## src/include/adcs_consts.svh

```systemverilog
// register map, field positions, reserved-bit value and state counts
// What this block does
// - trigger control bit 7 enables pin start; edge polarity from edge register.
// - trigger control bits 6..1 ignore writes and read as ones.
// - each result is a 10-bit successive approximation code; single or scan.
// - one write may set start and new mode or channel together.
// - single mode converts the chosen channel once into its data register.
// - single end sets end flag; interrupt raised when enabled.
// - single mode start reads one during conversion, clears itself at end.
// - scan start begins at channel 0 of the group.
// - scan converts group channels in order, each into its own register.
// - scan group end sets flag, interrupt if enabled, restarts at channel 0.
// - scan never clears start; stops when software clears it.
// - start delay then sampling: 31 states slow, 15 states fast.
// - first conversion totals 131..134 states slow, 69..70 fast.
// - later scan conversions take exactly 128 slow or 66 fast states.
// - enabled pin edge sets start; the rest is as a software start.
// - end flag clears only by writing 0 after reading it as 1.
// - status bit 4 picks scan mode, reset 0.
// - low two channel bits pick channel or scan group 0..n; top ignored.
`ifndef ADCS_CONSTS_SVH
`define ADCS_CONSTS_SVH
// ==========================================================================
// register word indexes
`define ADCS_IDX_CSR   3'h0
`define ADCS_IDX_TRG   3'h1
`define ADCS_IDX_EDGE  3'h2
`define ADCS_IDX_DATA  1'h1
// ==========================================================================
// field positions
`define ADCS_B_FLAG    7
`define ADCS_B_IRQEN   6
`define ADCS_B_START   5
`define ADCS_B_SCAN    4
`define ADCS_B_SPEED   3
`define ADCS_B_TRGEN   7
`define ADCS_B_EDGE    5
`define ADCS_TRG_ONES  6'h3F
// ==========================================================================
// state counts
`define ADCS_SAMPLE_SLOW 7'h1F
`define ADCS_SAMPLE_FAST 7'h0F
`define ADCS_CONV_SLOW   7'h5E
`define ADCS_CONV_FAST   7'h30
`define ADCS_STEP_SLOW   4'h9
`define ADCS_STEP_FAST   4'h4
`define ADCS_DLY_BASE    7'h03
`define ADCS_DLY_SCAN    7'h01
`endif

```

## src/include/adcs_pkg.sv

```systemverilog
// types shared by the sequencer and the conversion core
package adcs_pkg;
  typedef enum {ST_IDLE, ST_CONV} adcs_ctl_e;
  typedef enum {C_IDLE, C_DELAY, C_SAMPLE, C_CONV} adcs_core_e;
  typedef logic [9:0] adcs_code_t;
endpackage

```

## src/include/adcs_conv_if.sv

```systemverilog
// link between the sequencer and the conversion core
`timescale 1ns/10ps
interface adcs_conv_if;
  import adcs_pkg::*;
  logic       go;
  logic       abort;
  logic       speed;
  logic [6:0] delay;
  logic       done;
  adcs_code_t result;
  modport ctl  (output go, abort, speed, delay, input done, result);
  modport core (input go, abort, speed, delay, output done, result);
endinterface

```

## src/verilog/adcs_sar_core.sv

```systemverilog
// delay, sample and successive approximation engine
`timescale 1ns/10ps
`include "adcs_consts.svh"
module adcs_sar_core
(
  input  wire logic          clk_i,
  input  wire logic          rstn_i,
  input  wire logic          cmp_low_i,
  output adcs_pkg::adcs_code_t trial_o,
  output logic               sample_o,
  adcs_conv_if.core          cv
);
  import adcs_pkg::*;

  adcs_core_e st;
  logic [6:0] cnt;
  logic [3:0] step;
  logic [3:0] bitn;

  // ========================================================================
  // one trial: drop the bit when input is below, set the next one
  function automatic adcs_code_t sar_next(adcs_code_t c, logic [3:0] b,
                                          logic low);
    adcs_code_t n;
    n = c;
    if (low)
      n[b] = 1'h0;
    if (b != 4'h0)
      n[b - 4'h1] = 1'h1;
    return n;
  endfunction

  // ========================================================================
  // sequencing
  always_ff @(posedge clk_i)
  begin
    if (!rstn_i || cv.abort)
    begin
      st       <= C_IDLE;
      cnt      <= 7'h00;
      step     <= 4'h0;
      bitn     <= 4'h0;
      trial_o  <= 10'h000;
      sample_o <= 1'h0;
      cv.done  <= 1'h0;
    end
    else
    begin
      cv.done <= 1'h0;
      case (st)
        C_IDLE:
          if (cv.go)
          begin
            st  <= C_DELAY;
            cnt <= cv.delay;
          end
        C_DELAY:
          if (cnt == 7'h01)
          begin
            st       <= C_SAMPLE;
            sample_o <= 1'h1;
            cnt      <= cv.speed ? `ADCS_SAMPLE_FAST : `ADCS_SAMPLE_SLOW;
          end
          else
            cnt <= cnt - 7'h01;
        C_SAMPLE:
          if (cnt == 7'h01)
          begin
            st       <= C_CONV;
            sample_o <= 1'h0;
            cnt      <= cv.speed ? `ADCS_CONV_FAST : `ADCS_CONV_SLOW;
            step     <= cv.speed ? `ADCS_STEP_FAST : `ADCS_STEP_SLOW;
            bitn     <= 4'h9;
            trial_o  <= 10'h200;
          end
          else
            cnt <= cnt - 7'h01;
        C_CONV:
        begin
          step <= step - 4'h1;
          if (step == 4'h1 && bitn != 4'hF)
          begin
            trial_o <= sar_next(trial_o, bitn, cmp_low_i);
            bitn    <= bitn - 4'h1;
            step    <= cv.speed ? `ADCS_STEP_FAST : `ADCS_STEP_SLOW;
          end
          if (cnt == 7'h01)
          begin
            st      <= C_IDLE;
            cv.done <= 1'h1;
          end
          else
            cnt <= cnt - 7'h01;
        end
        default:
          st <= C_IDLE;
      endcase
    end
  end

  always_ff @(posedge clk_i)
  begin
    if (!rstn_i)
      cv.result <= 10'h000;
    else if (st == C_CONV && cnt == 7'h01)
      cv.result <= trial_o;
  end
endmodule

```

## src/verilog/adcs_top.sv

```systemverilog
// conversion sequencer with register slave and trigger input
//
// The Avalon-MM slave port and the register offsets were decided locally.
`timescale 1ns/10ps
`include "adcs_consts.svh"
module adcs_top
(
  input  wire logic            clk_i,
  input  wire logic            rstn_i,
  input  wire logic [2:0]      avs_address_i,
  input  wire logic            avs_read_i,
  input  wire logic            avs_write_i,
  input  wire logic [31:0]     avs_writedata_i,
  input  wire logic [3:0]      avs_byteenable_i,
  output logic [31:0]          avs_readdata_o,
  output logic                 avs_waitrequest_o,
  input  wire logic            ext_trigger_pin_i,
  input  wire logic            cmp_low_i,
  output logic                 conversion_end_irq_o,
  output logic                 sample_hold_o,
  output adcs_pkg::adcs_code_t trial_code_o,
  output logic [1:0]           chan_sel_o
);
  import adcs_pkg::*;

  adcs_conv_if cv ();

  logic       conversion_end_flag;
  logic       conversion_end_irq_enable;
  logic       conversion_start;
  logic       scan_mode;
  logic       conversion_speed_select;
  logic [2:0] chan_sel;
  logic       trigger_enable;
  logic       trg_res0;
  logic       trigger_edge_select;
  logic       flag_seen;
  adcs_code_t result_mem [0:3];
  adcs_ctl_e  st;
  logic [1:0] cur_ch;
  logic [1:0] phase;
  logic       trg_s1;
  logic       trg_s2;
  logic       trg_s3;
  logic       cmp_s1;
  logic       cmp_s2;
  logic       wr_en;
  logic       rd_ack;
  logic       wr_csr;
  logic [7:0] wd;
  logic       trig_fire;
  logic       end_evt;
  logic       last_ch;
  logic       set_flag;
  logic [31:0] rd_word;

  // ========================================================================
  // bus decode: a request is taken at the edge where waitrequest is low
  assign wd      = avs_writedata_i[7:0];
  assign wr_en   = avs_write_i && !avs_waitrequest_o && avs_byteenable_i[0];
  assign rd_ack  = avs_read_i && !avs_waitrequest_o;
  assign wr_csr  = wr_en && avs_address_i == `ADCS_IDX_CSR;
  assign end_evt = st == ST_CONV && cv.done && conversion_start;
  assign last_ch = cur_ch == chan_sel[1:0];
  assign set_flag = end_evt && (!scan_mode || last_ch);
  assign trig_fire = trigger_enable &&
                     (trigger_edge_select ? (trg_s2 && !trg_s3)
                                          : (!trg_s2 && trg_s3));

  always_ff @(posedge clk_i)
  begin
    if (!rstn_i)
      avs_waitrequest_o <= 1'h1;
    else if ((avs_read_i || avs_write_i) && avs_waitrequest_o)
      avs_waitrequest_o <= 1'h0;
    else
      avs_waitrequest_o <= 1'h1;
  end

  always_comb
  begin
    rd_word = 32'h0000_0000;
    case (avs_address_i)
      `ADCS_IDX_CSR:
        rd_word[7:0] = {conversion_end_flag, conversion_end_irq_enable,
                        conversion_start, scan_mode,
                        conversion_speed_select, chan_sel};
      `ADCS_IDX_TRG:
        rd_word[7:0] = {trigger_enable, `ADCS_TRG_ONES, trg_res0};
      `ADCS_IDX_EDGE:
        rd_word[`ADCS_B_EDGE] = trigger_edge_select;
      default:
        if (avs_address_i[2] == `ADCS_IDX_DATA)
          rd_word[9:0] = result_mem[avs_address_i[1:0]];
    endcase
  end

  always_ff @(posedge clk_i)
  begin
    if (!rstn_i)
      avs_readdata_o <= 32'h0000_0000;
    else if (avs_read_i && avs_waitrequest_o)
      avs_readdata_o <= rd_word;
  end

  // ========================================================================
  // control registers
  always_ff @(posedge clk_i)
  begin
    if (!rstn_i)
    begin
      conversion_end_irq_enable <= 1'h0;
      scan_mode                 <= 1'h0;
      conversion_speed_select   <= 1'h0;
      chan_sel                  <= 3'h0;
    end
    else if (wr_csr)
    begin
      conversion_end_irq_enable <= wd[`ADCS_B_IRQEN];
      scan_mode                 <= wd[`ADCS_B_SCAN];
      conversion_speed_select   <= wd[`ADCS_B_SPEED];
      chan_sel                  <= wd[2:0];
    end
  end

  always_ff @(posedge clk_i)
  begin
    if (!rstn_i)
    begin
      trigger_enable      <= 1'h0;
      trg_res0            <= 1'h0;
      trigger_edge_select <= 1'h0;
    end
    else if (wr_en && avs_address_i == `ADCS_IDX_TRG)
    begin
      trigger_enable <= wd[`ADCS_B_TRGEN];
      trg_res0       <= wd[0];
    end
    else if (wr_en && avs_address_i == `ADCS_IDX_EDGE)
      trigger_edge_select <= wd[`ADCS_B_EDGE];
  end

  // start: pin edge wins, then software, then the single-mode self clear
  always_ff @(posedge clk_i)
  begin
    if (!rstn_i)
      conversion_start <= 1'h0;
    else if (trig_fire)
      conversion_start <= 1'h1;
    else if (wr_csr)
      conversion_start <= wd[`ADCS_B_START];
    else if (end_evt && !scan_mode)
      conversion_start <= 1'h0;
  end

  // end flag: set wins; cleared by a 0 write only after it was read as 1
  always_ff @(posedge clk_i)
  begin
    if (!rstn_i)
      flag_seen <= 1'h0;
    else if (rd_ack && avs_address_i == `ADCS_IDX_CSR &&
             avs_readdata_o[`ADCS_B_FLAG])
      flag_seen <= 1'h1;
    else if (wr_csr)
      flag_seen <= 1'h0;
  end

  always_ff @(posedge clk_i)
  begin
    if (!rstn_i)
      conversion_end_flag <= 1'h0;
    else if (set_flag)
      conversion_end_flag <= 1'h1;
    else if (wr_csr && !wd[`ADCS_B_FLAG] && flag_seen)
      conversion_end_flag <= 1'h0;
  end

  always_ff @(posedge clk_i)
  begin
    if (!rstn_i)
      conversion_end_irq_o <= 1'h0;
    else
      conversion_end_irq_o <= conversion_end_flag &&
                              conversion_end_irq_enable;
  end

  // ========================================================================
  // pin synchronisers and start phase divider
  always_ff @(posedge clk_i)
  begin
    if (!rstn_i)
    begin
      trg_s1 <= 1'h1;
      trg_s2 <= 1'h1;
      trg_s3 <= 1'h1;
      cmp_s1 <= 1'h0;
      cmp_s2 <= 1'h0;
    end
    else
    begin
      trg_s1 <= ext_trigger_pin_i;
      trg_s2 <= trg_s1;
      trg_s3 <= trg_s2;
      cmp_s1 <= cmp_low_i;
      cmp_s2 <= cmp_s1;
    end
  end

  always_ff @(posedge clk_i)
  begin
    if (!rstn_i)
      phase <= 2'h0;
    else
      phase <= phase + 2'h1;
  end

  // ========================================================================
  // sequencer
  assign cv.speed = conversion_speed_select;
  assign cv.abort = st == ST_CONV && !conversion_start;

  always_ff @(posedge clk_i)
  begin
    if (!rstn_i)
    begin
      st       <= ST_IDLE;
      cur_ch   <= 2'h0;
      cv.go    <= 1'h0;
      cv.delay <= 7'h00;
    end
    else
    begin
      cv.go <= 1'h0;
      case (st)
        ST_IDLE:
          if (conversion_start)
          begin
            st       <= ST_CONV;
            cv.go    <= 1'h1;
            cur_ch   <= scan_mode ? 2'h0 : chan_sel[1:0];
            cv.delay <= `ADCS_DLY_BASE + (conversion_speed_select ?
                        {6'h00, ~phase[0]} : {5'h00, ~phase});
          end
        ST_CONV:
          if (!conversion_start)
            st <= ST_IDLE;
          else if (cv.done)
          begin
            if (!scan_mode)
              st <= ST_IDLE;
            else
            begin
              cv.go    <= 1'h1;
              cv.delay <= `ADCS_DLY_SCAN;
              cur_ch   <= last_ch ? 2'h0 : cur_ch + 2'h1;
            end
          end
        default:
          st <= ST_IDLE;
      endcase
    end
  end

  always_ff @(posedge clk_i)
  begin
    if (!rstn_i)
      chan_sel_o <= 2'h0;
    else
      chan_sel_o <= cur_ch;
  end

  always_ff @(posedge clk_i)
  begin
    if (!rstn_i)
    begin
      for (int i = 0; i < 4; i++)
        result_mem[i] <= 10'h000;
    end
    else if (end_evt)
      result_mem[cur_ch] <= cv.result;
  end

  adcs_sar_core u_core
  (
    .clk_i     (clk_i),
    .rstn_i    (rstn_i),
    .cmp_low_i (cmp_s2),
    .trial_o   (trial_code_o),
    .sample_o  (sample_hold_o),
    .cv        (cv.core)
  );
endmodule

```

## config.mk

```make
export PLATFORM = sky130hd
export DESIGN_NAME = adcs_top
export DESIGN_NICKNAME = d
export VERILOG_FILES = /design/src/include/adcs_pkg.sv /design/src/include/adcs_conv_if.sv /design/src/verilog/adcs_sar_core.sv /design/src/verilog/adcs_top.sv
export VERILOG_INCLUDE_DIRS = /design/src /design/src/include
export SDC_FILE = /design/constraint.sdc
export NUM_CORES = 1
export LEC_CHECK = 0
export BUFFER_PORTS_ARGS = -buffer_cell sky130_fd_sc_hd__buf_4
export CAP_MARGIN = 20
export CORE_ASPECT_RATIO = 0.7
export CORE_UTILIZATION = 51
export DETAILED_ROUTE_END_ITERATION = 12
export MAX_ROUTING_LAYER = met4
export PLACE_DENSITY = 0.76
export SKIP_LAST_GASP = 1
export SLEW_MARGIN = 25
export SYNTH_ARGS = -nofsm -noshare
export SYNTH_HDL_FRONTEND = slang
export SYNTH_SLANG_ARGS = --single-unit
```

## constraint.sdc

```tcl
create_clock -name clk_i -period 1.9 [get_ports clk_i]
set_input_delay 0.285 -clock clk_i [delete_from_list [all_inputs] [get_ports clk_i]]
set_output_delay 0.285 -clock clk_i [all_outputs]
set_load 0.05 [all_outputs]
```

==> results of run 1 <==
## logic make-up (layout without fill, tap and decap cells)
group / count (synthesis) / after routing / synth area share
flops: 119 / 119 / 0.4784
xor+xnor: 6 / 6 / 0.009034
buf+inv: 72 / 150 / 0.06453
other cells: 1 / 22 / 0.0006447
simple gates: 234 / 234 / 0.2071
fa+ha+maj: 15 / 15 / 0.03227
compound gates: 142 / 142 / 0.1549
mux: 18 / 18 / 0.05313
## worst max-delay path: cells and delay by family (launching register included)
| family | cells | cell delay (ns) |
|---|---|---|
| AO/OA/AOI/OAI | 4 | 0.67 |
| adder cells (fa/ha/maj) | 1 | 0.13 |
| flip-flops | 1 | 0.32 |
| AND/OR/NAND/NOR | 1 | 0.40 |
| buffers and inverters | 2 | 0.21 |
## final timing paths
kind | to | startpoint | cells past startpoint | slack (ns)
setup reg to reg | u_core.trial_o[1] | u_core.step[1] | 8 | 0.04
hold reg to reg | trg_s2 | trg_s1 | 1 | 0.40
hold / removal | trg_s1 | ext_trigger_pin_i | 2 | 0.06
setup / recovery | u_core.trial_o[1] | u_core.step[1] | 8 | 0.04
## synth_stat cells, drive strengths merged (3+ instances only)
| cell type | number | area (µm²) |
|---|---|---|
| o22ai | 4 | 25.02 |
| nor2b | 6 | 37.54 |
| nor2 | 45 | 176.4 |
| a21o | 8 | 60.06 |
| mux4 | 10 | 225.2 |
| a221oi | 4 | 35.03 |
| a211oi | 6 | 45.04 |
| and3 | 3 | 18.77 |
| nor3 | 20 | 115.1 |
| mux2 | 3 | 33.78 |
| buf | 33 | 229.0 |
| xor2 | 5 | 43.79 |
| clkbuf | 22 | 82.58 |
| mux2i | 5 | 50.05 |
| inv | 17 | 63.81 |
| a21oi | 36 | 180.2 |
| dfxtp | 79 | 1582 |
| edfxtp | 40 | 1201 |
| nand2b | 9 | 56.30 |
| nand3 | 19 | 95.09 |
| o21ai | 44 | 224.0 |
| nor3b | 3 | 27.52 |
| ha | 15 | 187.7 |
| a22o | 5 | 43.79 |
| nand4 | 4 | 31.28 |
| a31oi | 13 | 81.33 |
| or3 | 3 | 23.77 |
| and2 | 49 | 306.6 |
| nand2 | 62 | 232.7 |
| a32o | 3 | 30.03 |
## power groups by stage
stage          Clock (mW)  Sequential, mW  Combinational [mW]
6_report             3.16            2.75               0.888
5_1_grt              3.28            2.75               0.958
4_1_cts              3.19            2.75               0.872
3_5_place_dp            0            2.80               0.862
3_3_place_gp            0            2.79               0.852
2_1_floorplan           0            2.86               0.557
## state kept, by name, summed over array words and instances, names as in the netlist, 4 cells and up
signal	flops
u_core.cnt	7
u_core.bitn	4
u_core.trial_o	10
result_mem	40
avs_readdata_o	10
u_core.step	4
u_core.cv.result	10
## area by class of cell
type | instances | area [µm²]
well taps | 153 | 191.4
multi-input cells | 437 | 2813
clock inverters | 14 | 146.4
fillers | 875 | 3835
clock buffers | 18 | 439.2
flip-flops and latches | 119 | 2784
repair buffers | 101 | 778.2
inverters | 17 | 63.81
## per-layer routing
metal	up-vias	wire length, µm
met5	-	0
met4	0	369
met3	34	1108
met2	227	6913
met1	2406	6603
li1	2295	-
## what timing repair did
item | 4_1_cts | 5_1_grt
pin swaps | 2 | 4
setup buffers | 1 | 0
gates cloned | 0 | 0
resized for setup | 3 | 16
endpoints found under the setup margin | 5 | 16
## stage by stage
stage	cells	total power [mW]	util
after floorplan	628	3.413	-
after global placement	826	3.646	0.5922
after detailed placement	826	3.664	0.5922
after CTS	859	6.811	0.6476
after global routing	859	6.997	0.6530
final	859	6.798	0.6530
==> results.yml, run 1 <==
outcome:
  status: "complete, no violations"
layout:
  areaGrowthSynthToFinish_pct: 24.05
  drive_gt1_frac: 0.2436
  final_common_cell: "buf_4"
  final_cell_mix: "buf_4, dfxtp_1, nand2_1"
  stdcell_area_mm2: 0.007216
  num-nets-final: 753
  n_antenna_cell: 0
synthesis:
  ys_seq_area_frac: 0.4784
  synth-async-reset-ratio: 0
  ys_ff_latch: 119
  syn_inst: 607
  ys_warn_count: 0
  netlist_area_mm2: 0.005817
  synth_edf_count: 40
  synth_cell_type_count: 66
  avgSynthCellArea_um2: 9.583
  synth_flop_cell: "dfxtp_1"
grt:
  use_met2: 0.4082
  grt_max_degree: 30
  globalRouteTotalUtil: 0.2779
  grt.overflow.total: 0
  antenna_found_initial: 0
  busiest_layer: "met2"
  grt_use_met1: 0.3740
  grt.met3_usage: 0.04714
  grt_pass1_wl_um: 24010
  grt_pass1_vias: 4654
setup_path:
  cp_slowest_cell: "or3b_4"
  critPathMaxStageDelay_ns: 0.40
  crit_required_ns: 2.20
  cp-start-kind: "flip-flop"
  cp_max_fo: 4
  critPathKind: "reg -> reg"
  critPathCaptureType: "flip-flop"
  arrival_ns: 2.16
  path_cells: "inv_1, ha_1, or3b_4, o21a_1, o21ai_4, buf_4, o21ai_1, a22o_1"
floorplan:
  start_util: 0.5264
  die_y_um: 91.35
  die-area_mm2: 0.01184
  dieWidth_um: 129.6
  core_area_mm2: 0.01105
  ios: 92
  rows: 32
power:
  p_sw_frac: 0.2640
  p_leak_nw: 2.862
  combPwrFrac: 0.131
  power_density_mw_per_mm2: 942.1
  p_int_mw: 5.003
  clockPowerShare: 0.465
  p_sw_mw: 1.794
  ir_drop_v: 0.0006480
  seqPwrFrac: 0.404
worst_hold_path:
  hold_class: "in -> reg"
detailed_routing:
  vias: 4962
  first_pass_iters: 5
  vias_per_cell: 5.776
  drc: 0
  routed_wl_um: 14990
  antenna_left: 0
  routedWlPerCell_um: 17.46
  drt_iter0_drc: 485
sta:
  tightest_slew_ns: 0.6482
  finalHoldViolations: 0
  fmax_mhz: 538.8
  max_slew_margin: 0.5676
  fin_crit_ns: 1.856
  finalSetupViolations: 0
  setup_slack_ns: 0.04402
  rsz0062_at_grt: "true"
  min_period_over_period: 0.9768
  fin_hold_ws_ns: 0.05621
  finalSetupTns_ns: 0
  slew_violations: 0
  skew_ns: 0.007205
placement:
  portBuffers: 42
  dp_slack_ns: -0.06794
  post-dp-hpwl_um: 10230
  gp_congestion: 0.9518
  placed_area_mm2: 0.006544
cts:
  cts_sinks: 119
  cts_tree: "built"
  clkTransAtPathRegs_ns: 0.06
  postCtsHoldBufs: 0
  clock_latency_ns: 0.42
  cts.path.max_buffers: 2
  cts-root-buf: "clkbuf_16"
  h-tree-depth: 4
  numCtsBuffers: 17
job:
  drv_cap: 0
Note: power is estimated with default switching activity, not from simulation.
==> run 2: changes to the inputs <==
--- a/config.mk
+++ b/config.mk
@@ -8,11 +8,13 @@
 export LEC_CHECK = 0
 export BUFFER_PORTS_ARGS = -buffer_cell sky130_fd_sc_hd__buf_4
 export CAP_MARGIN = 20
+export CELL_PAD_IN_SITES_DETAIL_PLACEMENT = 1
+export CELL_PAD_IN_SITES_GLOBAL_PLACEMENT = 2
 export CORE_ASPECT_RATIO = 0.7
-export CORE_UTILIZATION = 51
+export CORE_UTILIZATION = 38
 export DETAILED_ROUTE_END_ITERATION = 12
 export MAX_ROUTING_LAYER = met4
-export PLACE_DENSITY = 0.76
+export PLACE_DENSITY_LB_ADDON = 0.1
 export SKIP_LAST_GASP = 1
 export SLEW_MARGIN = 25
 export SYNTH_ARGS = -nofsm -noshare
==> constraint.sdc (replaced) <==
create_clock -name clk_i -period 2.17 [get_ports clk_i]
set_input_delay 0.3255 -clock clk_i [delete_from_list [all_inputs] [get_ports clk_i]]
set_output_delay 0.3255 -clock clk_i [all_outputs]
set_load 0.05 [all_outputs]
==> run 2 against run 1 <==
  * Sequential power is 12% lower
  * Cell count is 2.9% higher
  * Critical path depth is 2 lower
==> results.yml, run 2 (synthesized netlist as in run 1, its figures left out) <==
detailed_routing:
  first_pass_iters: 4
  drt_iter0_drc: 265
  routedWlPerCell_um: 18.85
  vias: 4735
  vias_per_cell: 5.356
  antenna_left: 0
  drc: 0
  routed_wl_um: 16670
setup_path:
  cp_max_fo: 8
  reg2reg_to: "u_core.trial_o[1]"
  arrival_ns: 2.43
  reg2reg_setup_slack_ns: 0.11
  cp-start-kind: "flip-flop"
  rr_worst_depth: 6
  worstReg2RegStart: "u_core.step[0]"
  setup.worst_path.start: "u_core.step[0]"
  crit_required_ns: 2.54
  critPathKind: "reg -> reg"
  critPathCaptureType: "flip-flop"
layout:
  num-nets-final: 736
  largest_reg_flops: 40
  drive_gt1_frac: 0.2046
  final_cell_mix: "buf_4, dfxtp_1, nand2_1"
  final_cells: 884
  areaGrowthSynthToFinish_pct: 20.99
  n_antenna_cell: 0
  top_register: "result_mem"
  final_common_cell: "buf_4"
grt:
  globalRouteTotalUtil: 0.2340
  grt_max_degree: 30
  grt.overflow.total: 0
  grt_pass1_vias: 4912
  grt_pass1_wl_um: 27040
  antenna_found_initial: 0
placement:
  post-dp-hpwl_um: 11980
  dp.cells: 852
  gp_congestion: 0.8532
  portBuffers: 42
floorplan:
  die-area_mm2: 0.01581
  ios: 92
  rows: 37
  die_y_um: 105.5
  start_util: 0.3927
  core_area_mm2: 0.01481
  dieWidth_um: 149.9
cts:
  cts_tree: "built"
  clkTransAtPathRegs_ns: 0.06
  cts_sinks: 119
  post_cts_buffers: 0
  postCtsHoldBufs: 0
  cts-root-buf: "clkbuf_16"
  clock_latency_ns: 0.42
  cts_resized: 0
  cts.path.max_buffers: 2
  numCtsBuffers: 17
  h-tree-depth: 4
sta:
  skew_ns: 0.008929
  max_slew_margin: 0.5431
  finalHoldViolations: 0
  finalSetupViolations: 0
  rsz0062_at_grt: "true"
  slew_violations: 0
  fmax_mhz: 484.4
  tightest_slew_ns: 0.6849
  fin_crit_ns: 2.064
  min_period_over_period: 0.9513
job:
  drv_cap: 0
outcome:
  status: "complete, no violations"
worst_hold_path:
  worstHoldPathCells: 2
  min_to: "trg_s1"
  hold_start: "ext_trigger_pin_i"
  hold_class: "in -> reg"
power:
  power_mw: 5.827
  p_leak_nw: 2.734
  ir_drop_v: 0.0004651
  power_density_mw_per_mm2: 827.9
[run 2: worst max path at each step]
stage	cells past startpoint	slack, ns	endpoint
final	6	0.11	u_core.trial_o[1]
after global routing	6	-0.02	u_core.trial_o[6]
after CTS	6	0.07	u_core.trial_o[6]
after detailed placement	7	0.08	u_core.trial_o[6]
after global placement	6	0.15	u_core.trial_o[2]
after floorplan	3	0.27	result_mem[0][0]
[run 2: layer usage]
layer  global-route usage  wire, µm  vias up
met5                    -         0        -
met4              0.07937       178        0
met3              0.04892       673       20
met2               0.3317      7327       95
met1               0.3294      8485     2357
li1                     -         -     2263
[run 2: report_power, final]
group          leakage (nW)  switching, mW  internal (mW)
logic                  1.42          0.497          0.260
registers              1.05         0.0404           2.37
clock network         0.264           1.09           1.58
[run 2: layout make-up]
cell class	count	area [µm²]
clock buffers	18	429.2
clock inverters	14	127.6
well taps	195	244.0
repair buffers	84	630.6
inverters	17	63.81
multi-input cells	437	2760
fillers	1685	7776
flip-flops and latches	119	2783
[run 2: worst max-delay path, stage by stage (launching register included)]
cell and delay [ns]:
dfxtp_1 0.40, ha_1 0.16, or3b_1 0.45, nor2_1 0.27
nand4_4 0.20, nor2_1 0.34, a22o_1 0.20
[run 2: metrics by stage]
stage	instance area, µm²	setup WS [ns]	hold slack, ns	util	setup TNS, ns
after floorplan	5896	0.2695	0.3863	-	0
after global placement	6459	0.1456	0.3989	0.4360	0
after detailed placement	6459	0.08421	0.4090	0.4360	0
after CTS	7015	0.06954	0.07704	0.4736	0
after global routing	7038	-0.02430	0.08180	0.4751	-0.04071
final	7038	0.1057	0.09331	0.4751	0
==> run 3: changes to the inputs <==
--- a/config.mk
+++ b/config.mk
@@ -11,7 +11,7 @@
 export CELL_PAD_IN_SITES_DETAIL_PLACEMENT = 1
 export CELL_PAD_IN_SITES_GLOBAL_PLACEMENT = 2
 export CORE_ASPECT_RATIO = 0.7
-export CORE_UTILIZATION = 38
+export CORE_UTILIZATION = 32
 export DETAILED_ROUTE_END_ITERATION = 12
 export MAX_ROUTING_LAYER = met4
 export PLACE_DENSITY_LB_ADDON = 0.1
@@ -19,4 +19,5 @@
 export SLEW_MARGIN = 25
 export SYNTH_ARGS = -nofsm -noshare
 export SYNTH_HDL_FRONTEND = slang
+export SYNTH_HIERARCHICAL = 1
 export SYNTH_SLANG_ARGS = --single-unit
==> constraint.sdc (replaced) <==
create_clock -name clk_i -period 1.7 [get_ports clk_i]
set_input_delay 0.255 -clock clk_i [delete_from_list [all_inputs] [get_ports clk_i]]
set_output_delay 0.255 -clock clk_i [all_outputs]
set_load 0.05 [all_outputs]
==> run 3 against run 2 <==
  * The flow now finishes with violations (design-rule violations, negative setup slack)
  * Critical endpoint is now u_core/cnt[0]
  * Synthesized cell count grew 0.33%
  * Register-to-register slack lost 0.21 ns
  * Critical path type unchanged
  * Clock skew decreased by 0.0025 ns
  * First-iteration DRC count grew 5.7%
  * Non-clock buffer count up 52
==> results.yml, run 3 <==
layout:
  final_common_cell: "buf_4"
  multi_input_area_mm2: 0.003213
  nFillCells: 2031
  num-nets-final: 792
  final_cell_mix: "buf_4, dfxtp_1, and2_1"
  drive_gt1_frac: 0.3298
  final_cells: 982
  final-seq-area_mm2: 0.002805
  largest_reg_flops: 40
  n_antenna_cell: 0
  areaGrowthSynthToFinish_pct: 34.02
  utilization: 0.4428
  top_register: "result_mem"
synthesis:
  syn_inst: 609
  ys_ff_latch: 119
  synth-async-reset-ratio: 0
  synthTopCellsByArea: "dfxtp_1, edfxtp_1, and2_1"
  netlist_area_mm2: 0.006017
  ys_seq_area_frac: 0.4625
  avgSynthCellArea_um2: 9.880
  synth_edf_count: 40
  synth_common_cells: "dfxtp_1, and2_1, nand2_1"
  yosysTopAreaCell: "dfxtp_1"
  synth_cell_type_count: 71
  synth_flop_cell: "dfxtp_1"
  ys_warn_count: 6
  synth_most_common_cell: "dfxtp_1"
  synth_top_area_share: 0.2628
setup_path:
  critPathKind: "reg -> reg"
  critPathCaptureType: "flip-flop"
  critPathMaxStageDelay_ns: 0.62
  cp-start-kind: "flip-flop"
  path_cells: "or4_4, nor2_4, buf_4, a211oi_1, o31ai_1, a21oi_1"
  crit_required_ns: 2.00
  cp_num_buf_inv: 1
  arrival_ns: 2.10
  critPathTopFamily: "simple AND/OR/NAND/NOR gates"
  cp_max_fo: 6
  cp_slowest_cell: "or4_4"
cts:
  cts.path.max_buffers: 2
  cts_tree: "built"
  clkTransAtPathRegs_ns: 0.06
  cts_sinks: 119
  cts-root-buf: "clkbuf_16"
  clock_latency_ns: 0.42
  numCtsBuffers: 17
  h-tree-depth: 4
sta:
  skew_ns: 0.006438
  finalSetupViolations: 16
  fin_crit_ns: 1.799
  slew_violations: 0
  finalHoldViolations: 0
  fmax_mhz: 555.7
  min_period_over_period: 1.058
  setup_slack_ns: -0.09938
  rsz0062_at_grt: "true"
detailed_routing:
  dr_wl_met2_um: 7384
  drc: 12
  vias_per_cell: 5.034
  first_pass_iters: 8
  dr_wl_met3_um: 546
  routedWlPerCell_um: 18.27
  vias: 4943
  wirelength_met1_um: 9764
  routed_wl_um: 17940
  antenna_left: 0
  top_layer_used: "met4"
  drt_iter0_drc: 280
grt:
  grt_pass1_vias: 5120
  antenna_found_initial: 0
  globalRouteTotalUtil: 0.2001
  grt_max_degree: 43
  grt_pass1_wl_um: 28450
  grt.overflow.total: 0
floorplan:
  rows: 41
  die_y_um: 116.7
  core_area_mm2: 0.01821
  ios: 92
  dieWidth_um: 165.9
  die-area_mm2: 0.01936
  start_util: 0.3304
outcome:
  status: "complete, but fails checks"
  violations: "design-rule violations, negative setup slack"
placement:
  gp_congestion: 0.8105
  dp.cells: 938
  post-dp-hpwl_um: 13050
  portBuffers: 42
power:
  p_leak_nw: 3.192
  ir_drop_v: 0.0004484
  power_density_mw_per_mm2: 1172
worst_hold_path:
  hold_class: "in -> reg"
job:
  drv_cap: 0
-- run 3: cells by family after synthesis --
group | count (synthesis) | share of synthesized area
AND/OR/NAND/NOR | 229 | 0.2131
AO/OA/AOI/OAI | 133 | 0.1578
flip-flops | 119 | 0.4625
buffers and inverters | 74 | 0.06300
multiplexers | 32 | 0.06363
adder cells (fa/ha/maj) | 14 | 0.02911
XOR/XNOR | 7 | 0.01019
other | 1 | 0.0006232
-- run 3: layout make-up --
type	count	area share
well taps	236	0.03662
repair buffers	136	0.1362
multi-input cells	441	0.3984
inverters	18	0.008689
flip-flops and latches	119	0.3479
clock inverters	14	0.01893
clock buffers	18	0.05322
-- run 3: what timing repair did --
item,CTS,global route
pin swaps,12,22
hold buffers,0,0
gates cloned,1,0
gates resized for setup,33,58
setup endpoints to repair,48,67
buffers inserted,5,6
-- run 3: final timing paths --
path                     startpoint            end  slack (ns)  depth (start not counted)
setup / recovery      u_core/cnt[2]  u_core/cnt[0]        -0.1                          6
hold / removal    ext_trigger_pin_i         trg_s1        0.05                          2
setup reg to reg      u_core/cnt[2]  u_core/cnt[0]        -0.1                          6
hold reg to reg              trg_s1         trg_s2        0.41                          1
-- run 3: report_power, final --
group	switching [mW]	internal, mW
Sequential	0.127	3.08
Combinational	1.43	1.24
Clock	1.40	2.16
-- run 3: routing by layer --
layer,vias up,global-route usage
met5,-,-
met4,0,0.06667
met3,23,0.03728
met2,78,0.2921
met1,2446,0.2777
li1,2396,-
-- run 3: through the flow --
| step | setup slack, ns | hold WS (ns) | TNS, ns | total power [mW] | cell area [µm²] |
|---|---|---|---|---|---|
| detailed placement | -0.1802 | 0.4070 | -2.757 | 5.497 | 7108 |
| finish | -0.09938 | 0.04962 | -0.5477 | 9.453 | 8064 |
| floorplan | -0.09564 | 0.3565 | -0.2593 | 4.711 | 6191 |
| global placement | -0.1418 | 0.4047 | -2.200 | 5.444 | 7108 |
| CTS | -0.1136 | 0.04161 | -0.8159 | 9.244 | 7844 |
| global route | -0.1734 | 0.05294 | -2.867 | 9.890 | 8064 |
-- run 3: worst reg2reg max path, cell delays in order, from the launching register on --
cell and delay (ns):
dfxtp_2 0.34, or4_4 0.62, nor2_4 0.23, buf_4 0.15, a211oi_1 0.04, o31ai_1 0.23
a21oi_1 0.07
